$ cat src/hdl/asp_defines.svh
// Timing and geometry constants for the static memory port controller.
// Assumes a 50 MHz system clock; included by the package and the controller.
`ifndef ASP_DEFINES_SVH
`define ASP_DEFINES_SVH

`define ASP_CLK_PERIOD_PS 20000
`define ASP_ADDR_BITS 15
`define ASP_DATA_BITS 8
`define ASP_WORDS 32768

// Minimum times in picoseconds
`define ASP_T_RC_PS 15000
`define ASP_T_AA_PS 15000
`define ASP_T_OHZ_PS 7000
`define ASP_T_WC_PS 15000
`define ASP_T_WP_PS 10000
`define ASP_T_AW_PS 12000
`define ASP_T_DW_PS 8000
`define ASP_T_WHZ_PS 8000
`define ASP_T_OW_PS 4000
`define ASP_T_RECOVER_PS 15000

// Cycle counts, least times rounded up, never below one
`define ASP_CYC(ps) ((((ps) + `ASP_CLK_PERIOD_PS - 1) / `ASP_CLK_PERIOD_PS) < 1 ? 1 : \
  (((ps) + `ASP_CLK_PERIOD_PS - 1) / `ASP_CLK_PERIOD_PS))
`define ASP_RD_CYC `ASP_CYC(`ASP_T_AA_PS)
`define ASP_RD_GAP_CYC `ASP_CYC(`ASP_T_OHZ_PS)
`define ASP_WR_PULSE_CYC `ASP_CYC(`ASP_T_WHZ_PS + `ASP_T_DW_PS)
`define ASP_WR_SETUP_CYC `ASP_CYC(`ASP_T_WHZ_PS)
`define ASP_RECOVER_CYC `ASP_CYC(`ASP_T_RECOVER_PS)

`endif

$ cat src/hdl/asp_pkg.sv
// Types shared by the static memory port controller.
// Assumes asp_defines.svh is on the include path.
`include "asp_defines.svh"

package asp_pkg;
  typedef struct packed {
    logic write;
    logic [`ASP_ADDR_BITS-1:0] addr;
    logic [`ASP_DATA_BITS-1:0] wdata;
  } asp_req_t;

  typedef struct packed {
    logic chip_select_n;
    logic write_strobe_n;
    logic output_drive_n;
    logic [`ASP_ADDR_BITS-1:0] word_address;
  } asp_pins_t;

  typedef enum logic [2:0] {
    ASP_IDLE, ASP_RD_ACCESS, ASP_RD_RELEASE, ASP_WR_SETUP, ASP_WR_PULSE,
    ASP_WR_END, ASP_RETAIN, ASP_RECOVER
  } asp_state_t;
endpackage

$ cat src/hdl/asp_ctrl.sv
// Host-side controller for a 32K x 8 asynchronous static memory.
// Assumes the memory pins are sampled/driven on clk; data pin wire resolved outside.
`timescale 1ns/1ps

`include "asp_defines.svh"

// Summary of operation
// - The host keeps write_strobe_n high throughout every read.
// - The host sets a valid address no later than the falling edge of chip_select_n for a read.
// - A strobe-timed write with output_drive_n low needs a pulse longer than turn-off delay plus data setup.
// - The host never drives data while the memory may still be driving the lines.
// - For retention the host deselects before supply drop and waits one read cycle after recovery.
module asp_ctrl #(
  parameter int ADDR_BITS = `ASP_ADDR_BITS,
  parameter int DATA_BITS = `ASP_DATA_BITS
) (
  input wire logic clk,
  input wire logic reset,
  // Request side
  input wire asp_pkg::asp_req_t req,
  input wire logic req_valid,
  output logic req_ready,
  output logic [DATA_BITS-1:0] rdata,
  output logic rdata_valid,
  // Supply retention control
  input wire logic retain_req,
  // Memory pins
  output asp_pkg::asp_pins_t pins,
  input wire logic [DATA_BITS-1:0] shared_data_lines_in,
  output logic [DATA_BITS-1:0] shared_data_lines_out,
  output logic shared_data_lines_oe_n
);

  // Pin structs are fixed to the memory geometry, so other widths cannot be served
  if (ADDR_BITS != `ASP_ADDR_BITS || DATA_BITS != `ASP_DATA_BITS) begin : g_bad_width
    $error("asp_ctrl: widths must match the memory geometry");
  end

  localparam logic [3:0] RD_CYC = 4'(`ASP_RD_CYC);
  localparam logic [3:0] RD_GAP_CYC = 4'(`ASP_RD_GAP_CYC);
  localparam logic [3:0] WR_PULSE_CYC = 4'(`ASP_WR_PULSE_CYC);
  localparam logic [3:0] WR_SETUP_CYC = 4'(`ASP_WR_SETUP_CYC);
  localparam logic [3:0] RECOVER_CYC = 4'(`ASP_RECOVER_CYC);

  // ****************************************
  // Sequencer
  // ****************************************
  asp_pkg::asp_state_t state_q, state_d;
  logic [3:0] cnt_q, cnt_d;
  asp_pkg::asp_pins_t pins_q, pins_d;
  logic [DATA_BITS-1:0] wdata_q, wdata_d;
  logic oe_n_q, oe_n_d;
  logic [DATA_BITS-1:0] rdata_q, rdata_d;
  logic rvalid_q, rvalid_d;
  logic ready_q, ready_d;

  always_comb begin
    state_d = state_q;
    cnt_d = cnt_q;
    pins_d = pins_q;
    wdata_d = wdata_q;
    oe_n_d = oe_n_q;
    rdata_d = rdata_q;
    rvalid_d = 1'b0;
    ready_d = 1'b0;
    case (state_q)
      asp_pkg::ASP_IDLE: begin
        pins_d.chip_select_n = 1'b1;
        pins_d.write_strobe_n = 1'b1;
        pins_d.output_drive_n = 1'b1;
        oe_n_d = 1'b1;
        if (retain_req) begin
          state_d = asp_pkg::ASP_RETAIN;
        end else if (req_valid && ready_q) begin
          // Address settles in the same edge the select falls
          pins_d.word_address = req.addr;
          pins_d.chip_select_n = 1'b0;
          wdata_d = req.wdata;
          if (req.write) begin
            // Output drive stays high so the memory never drives during a write
            pins_d.write_strobe_n = 1'b0;
            cnt_d = WR_SETUP_CYC;
            state_d = asp_pkg::ASP_WR_SETUP;
          end else begin
            pins_d.output_drive_n = 1'b0;
            cnt_d = RD_CYC;
            state_d = asp_pkg::ASP_RD_ACCESS;
          end
        end else begin
          ready_d = 1'b1;
        end
      end
      asp_pkg::ASP_RD_ACCESS: begin
        // Strobe held high for the whole read
        if (cnt_q == 4'h1) begin
          rdata_d = shared_data_lines_in;
          rvalid_d = 1'b1;
          pins_d.chip_select_n = 1'b1;
          pins_d.output_drive_n = 1'b1;
          cnt_d = RD_GAP_CYC;
          state_d = asp_pkg::ASP_RD_RELEASE;
        end else begin
          cnt_d = cnt_q - 4'h1;
        end
      end
      asp_pkg::ASP_RD_RELEASE: begin
        // Wait out the memory's turn-off before anything else may drive
        if (cnt_q == 4'h1) begin
          ready_d = !retain_req;
          state_d = asp_pkg::ASP_IDLE;
        end else begin
          cnt_d = cnt_q - 4'h1;
        end
      end
      asp_pkg::ASP_WR_SETUP: begin
        // Bus kept released for a turn-off delay before write data goes out
        if (cnt_q == 4'h1) begin
          oe_n_d = 1'b0;
          cnt_d = WR_PULSE_CYC;
          state_d = asp_pkg::ASP_WR_PULSE;
        end else begin
          cnt_d = cnt_q - 4'h1;
        end
      end
      asp_pkg::ASP_WR_PULSE: begin
        if (cnt_q == 4'h1) begin
          pins_d.write_strobe_n = 1'b1;
          state_d = asp_pkg::ASP_WR_END;
        end else begin
          cnt_d = cnt_q - 4'h1;
        end
      end
      asp_pkg::ASP_WR_END: begin
        // Data held one cycle past the strobe rise, then released
        pins_d.chip_select_n = 1'b1;
        oe_n_d = 1'b1;
        ready_d = !retain_req;
        state_d = asp_pkg::ASP_IDLE;
      end
      asp_pkg::ASP_RETAIN: begin
        // Chip stays deselected while the supply is low
        pins_d.chip_select_n = 1'b1;
        if (!retain_req) begin
          cnt_d = RECOVER_CYC;
          state_d = asp_pkg::ASP_RECOVER;
        end
      end
      asp_pkg::ASP_RECOVER: begin
        if (cnt_q == 4'h1) begin
          ready_d = 1'b1;
          state_d = asp_pkg::ASP_IDLE;
        end else begin
          cnt_d = cnt_q - 4'h1;
        end
      end
      default: begin
        state_d = asp_pkg::ASP_IDLE;
      end
    endcase
  end

  always_ff @(posedge clk) begin
    if (reset) begin
      state_q <= asp_pkg::ASP_IDLE;
      cnt_q <= 4'h0;
      pins_q <= {1'b1, 1'b1, 1'b1, {ADDR_BITS{1'b0}}};
      wdata_q <= '0;
      oe_n_q <= 1'b1;
      rdata_q <= '0;
      rvalid_q <= 1'b0;
      ready_q <= 1'b0;
    end else begin
      state_q <= state_d;
      cnt_q <= cnt_d;
      pins_q <= pins_d;
      wdata_q <= wdata_d;
      oe_n_q <= oe_n_d;
      rdata_q <= rdata_d;
      rvalid_q <= rvalid_d;
      ready_q <= ready_d;
    end
  end

  assign pins = pins_q;
  assign shared_data_lines_out = wdata_q;
  assign shared_data_lines_oe_n = oe_n_q;
  assign rdata = rdata_q;
  assign rdata_valid = rvalid_q;
  assign req_ready = ready_q;

  // ****************************************
  // Checks
  // ****************************************
  a_read_strobe_high: assert property (@(posedge clk) disable iff (reset)
    !pins_q.output_drive_n |-> pins_q.write_strobe_n)
    else $error("write strobe low during read");
  a_no_bus_fight: assert property (@(posedge clk) disable iff (reset)
    !oe_n_q |-> pins_q.output_drive_n && $past(pins_q.output_drive_n))
    else $error("host drives while memory may drive");
  a_wr_pulse_len: assert property (@(posedge clk) disable iff (reset)
    $fell(pins_q.write_strobe_n) |-> !pins_q.write_strobe_n [*2])
    else $error("write pulse too short");
  a_write_in_select: assert property (@(posedge clk) disable iff (reset)
    !pins_q.write_strobe_n |-> !pins_q.chip_select_n)
    else $error("strobe low while deselected");
  a_read_access_time: assert property (@(posedge clk) disable iff (reset)
    $fell(pins_q.output_drive_n) |-> !pins_q.chip_select_n ##1
      (rvalid_q && pins_q.output_drive_n))
    else $error("read access shorter than access time");
  a_addr_stable: assert property (@(posedge clk) disable iff (reset)
    !pins_q.chip_select_n && !$past(pins_q.chip_select_n) |->
      $stable(pins_q.word_address))
    else $error("address moved during access");
  a_retain_desel: assert property (@(posedge clk) disable iff (reset)
    state_q == asp_pkg::ASP_RETAIN |-> pins_q.chip_select_n)
    else $error("selected during retention");
  a_data_hold: assert property (@(posedge clk) disable iff (reset)
    $rose(pins_q.write_strobe_n) |-> !oe_n_q)
    else $error("write data released before strobe end");

  c_read: cover property (@(posedge clk) disable iff (reset) rvalid_q);
  c_write: cover property (@(posedge clk) disable iff (reset) $rose(pins_q.write_strobe_n));
  c_retain: cover property (@(posedge clk) disable iff (reset) state_q == asp_pkg::ASP_RECOVER);
endmodule

$ cat config.mk
export PLATFORM = sky130hd
export DESIGN_NAME = asp_ctrl
export DESIGN_NICKNAME = d
export VERILOG_FILES = /design/src/hdl/asp_pkg.sv /design/src/hdl/asp_ctrl.sv
export VERILOG_INCLUDE_DIRS = /design/src /design/src/hdl
export SDC_FILE = /design/constraint.sdc
export NUM_CORES = 1
export LEC_CHECK = 0
export BUFFER_PORTS_ARGS = -buffer_cell sky130_fd_sc_hd__buf_2
export CORE_MARGIN = 8
export CORE_UTILIZATION = 43
export DETAILED_ROUTE_END_ITERATION = 8
export HOLD_SLACK_MARGIN = 0.06
export PLACE_DENSITY_LB_ADDON = 0.25
export SYNTH_ARGS = -nofsm -noshare
export SYNTH_HDL_FRONTEND = slang
export SYNTH_SLANG_ARGS = --single-unit
$ cat constraint.sdc
create_clock -name clk -period 1.74 [get_ports clk]
set_input_delay 0.261 -clock clk [delete_from_list [all_inputs] [get_ports clk]]
set_output_delay 0.261 -clock clk [all_outputs]
set_load 0.02 [all_outputs]
==> impl_metrics.yaml <==
routing:
  drt-wirelength-per-cell_um: 13.6
  ant_nets: 0
  drt_iter0_markers: 110
  first_pass_iters: 4
  routed_via_density: 5.02
  wirelength_um: 4950
  post-route-drc-count: 0
  vias: 1831
min_path:
  hp-class: "primary input to flop"
  hold-path-endpoint: "rdata[0]$_SDFFE_PP0P_"
  whs_path_depth: 3
  hp-start: "shared_data_lines_in[0]"
setup_path:
  path_delay_family: "compound AO/OA/AOI/OAI gates"
  criticalPathCategory: "flop to flop"
  timing.rr.end: "req_ready$_SDFF_PP0_"
  cp_max_fo: 3
  critPathSlowestCell: "or3b_4"
  reg2reg_setup_slack_ns: 0.004
  r2r-start: "cnt_q[0]$_SDFFE_PP0P_"
  path_cells: "ha_2 -> or3b_4 -> o32a_1 -> o221a_1 -> nor4_2"
  crit_required_ns: 1.96
  startpoint_type: "flop"
  ff2ff_path_depth: 5
  cp.arrival_ns: 1.95
  worstSetupStartpoint: "cnt_q[0]$_SDFFE_PP0P_"
  crit_buf_inv: 0
  end_kind: "flop"
  cpPeakStageDelay_ns: 0.38
final_layout:
  drive_gt1_share_pct: 34.2
  layout_commonest_cell: "buf_2"
  diodes: 0
  final_cell_mix: "buf_2, nand2_1, dfxtp_1"
  num-nets-final: 350
  syn2layout_area_growth_pct: 33.7
clock_tree:
  worst_skew_pair.late_latency_ns: 0.30
  ctsRootBufferMaster: "clkbuf_8"
  cts_tree: "yes"
  clock_sinks: 44
  cts_buffers: 5
  clockBufferDepth: 2
  clkTransAtPathRegs_ns: 0.09
  post_cts_buffers: 0
  htreeDepth: 2
placed_design:
  io_buffers: 72
  hpwl_um: 3600
  gp_congestion: 0.909
  post-place-ws_ns: 0.0592
timing:
  period_share_pct: 99.8
  tightestPinTransition_ns: 0.382
  fmax_mhz: 576
  fin_setup_tns_ns: 0
  fin_skew_ns: 0.0104
  holdWs_ns: 0.184
  rsz0062_at_grt: "yes"
  min_period_ns: 1.74
  drv_slew: 0
  setup_ws_ns: 0.00412
  finalSetupViolations: 0
  final_hold_viol_count: 0
  slew_headroom_pct: 74.5
logic_synthesis:
  synth.distinct_cells: 44
  synthArstFlopShare_pct: 0
  ys_ff_latch: 44
  syn_area_per_cell_um2: 8.21
  synth_edf_count: 0
  yosysSeqAreaShare_pct: 46.2
  syn_nets: 270
  yosys_warnings: 0
  ys.flop_type: "dfxtp_1"
  syn_area_um2: 1910
  netlist_instances: 232
floorplanning:
  rows: 24
  die_w_um: 82.6
  core_um2: 4320
  dieHeight_um: 82.6
  start_util_pct: 44.1
  die_area_um2: 6820
  ios: 73
pwr:
  vdd_drop_max_uv: 855
  power_density_nw_per_um2: 1350
  p_leak_nw: 1.17
  total_power_mw: 3.44
outcome:
  outcome: "completed"
grt:
  grt_pass1_vias: 1705
  grt.overflow.total: 0
  grt_start_max_net_pins: 24
  antenna_found_initial: 0
  grt_pass1_wl_um: 7620
  gr-usage-all-layers_pct: 14.2
flow_run:
  max-cap-violations: 0
timing repair:
item / CTS / global route
endpoints found under the setup margin: 0 / 15
hold buffers: 0 / 0
gates resized for setup: 0 / 8
endpoints found under the hold margin: 0 / 0
worst max-delay path by stage:
stage | endpoint | slack [ns] | cells after the start
finish | req_ready$_SDFF_PP0_ | 0.004 | 5
global route | req_ready$_SDFF_PP0_ | -0.06 | 5
CTS | state_q[1]$_SDFFE_PP0P_ | 0.02 | 6
detailed placement | pins[15]$_SDFFE_PP1P_ | 0.06 | 7
global placement | cnt_q[0]$_SDFFE_PP0P_ | 0.09 | 5
floorplan | req_ready$_SDFF_PP0_ | 0.10 | 6
synthesized netlist by cell type (3+ instances only):
cell type	count	area share (%)
nand2_1	52	10
buf_4	3	1.2
buf_2	3	0.79
o21ai_0	10	2.6
nor3_1	5	1.3
dfxtp_1	44	46
nor2_1	20	3.9
clkbuf_1	7	1.4
nand3_1	4	1.1
inv_1	5	0.99
mux2i_1	10	5.3
a21boi_0	3	1.2
nor2b_1	3	0.99
nand2b_1	4	1.3
a21oi_1	26	6.8
cells by family (layout without fill, tap and decap cells):
group	Yosys count	count (layout)	share of synthesized area, %
adders and majority gates	2	2	1.31
AOI/OAI and AO/OA	53	53	17.0
xor gates and xnor gates	2	2	0.919
and+or+nand+nor	100	100	24.3
buffers and inverters	21	102	4.99
muxes	10	10	5.25
DFF	44	44	46.2
state kept, by name, summed over array words and instances, names as in the netlist:
| signal | cells |
|---|---|
| rdata_valid | 1 |
| cnt_q | 4 |
| shared_data_lines_oe_n | 1 |
| req_ready | 1 |
| rdata | 8 |
| pins | 18 |
| shared_data_lines_out | 8 |
| state_q | 3 |
per-stage QoR:
stage	instances	area, um2	util [%]
3_3_place_gp	357	2410	55.7
3_5_place_dp	357	2410	55.7
2_1_floorplan	232	1910	-
5_1_grt	365	2550	58.9
4_1_cts	365	2530	58.5
6_report	365	2550	58.9
layout make-up:
cell class | count | area [um2]
Tap cell | 52 | 65.1
Fill cell | 414 | 1780
Inverter | 5 | 18.8
Multi-Input combinational cell | 167 | 947
Clock buffer | 6 | 82.6
Timing Repair Buffer | 89 | 513
Sequential cell | 44 | 882
Clock inverter | 2 | 38.8
where the power goes:
group          switching, mW  leakage [nW]  internal, mW
combinational          0.717         0.752         0.650
sequential             0.113         0.357          1.12
clock                  0.364        0.0614         0.470
total                   1.19          1.17          2.24
worst reg2reg max path, cell delays in order (launching register included):
cell	delay (ns)
dfxtp_1	0.37
ha_2	0.20
or3b_4	0.38
o32a_1	0.35
o221a_1	0.24
nor4_2	0.11
metal layers:
metal,GRT usage (%),vias up,share of wire [%]
met1,16.8,832,43
li1,-,947,-
met2,23.0,47,48
met4,5.17,0,0.99
met3,5.41,5,7.7
met5,0,-,0
(Power assumes the default switching activity.)
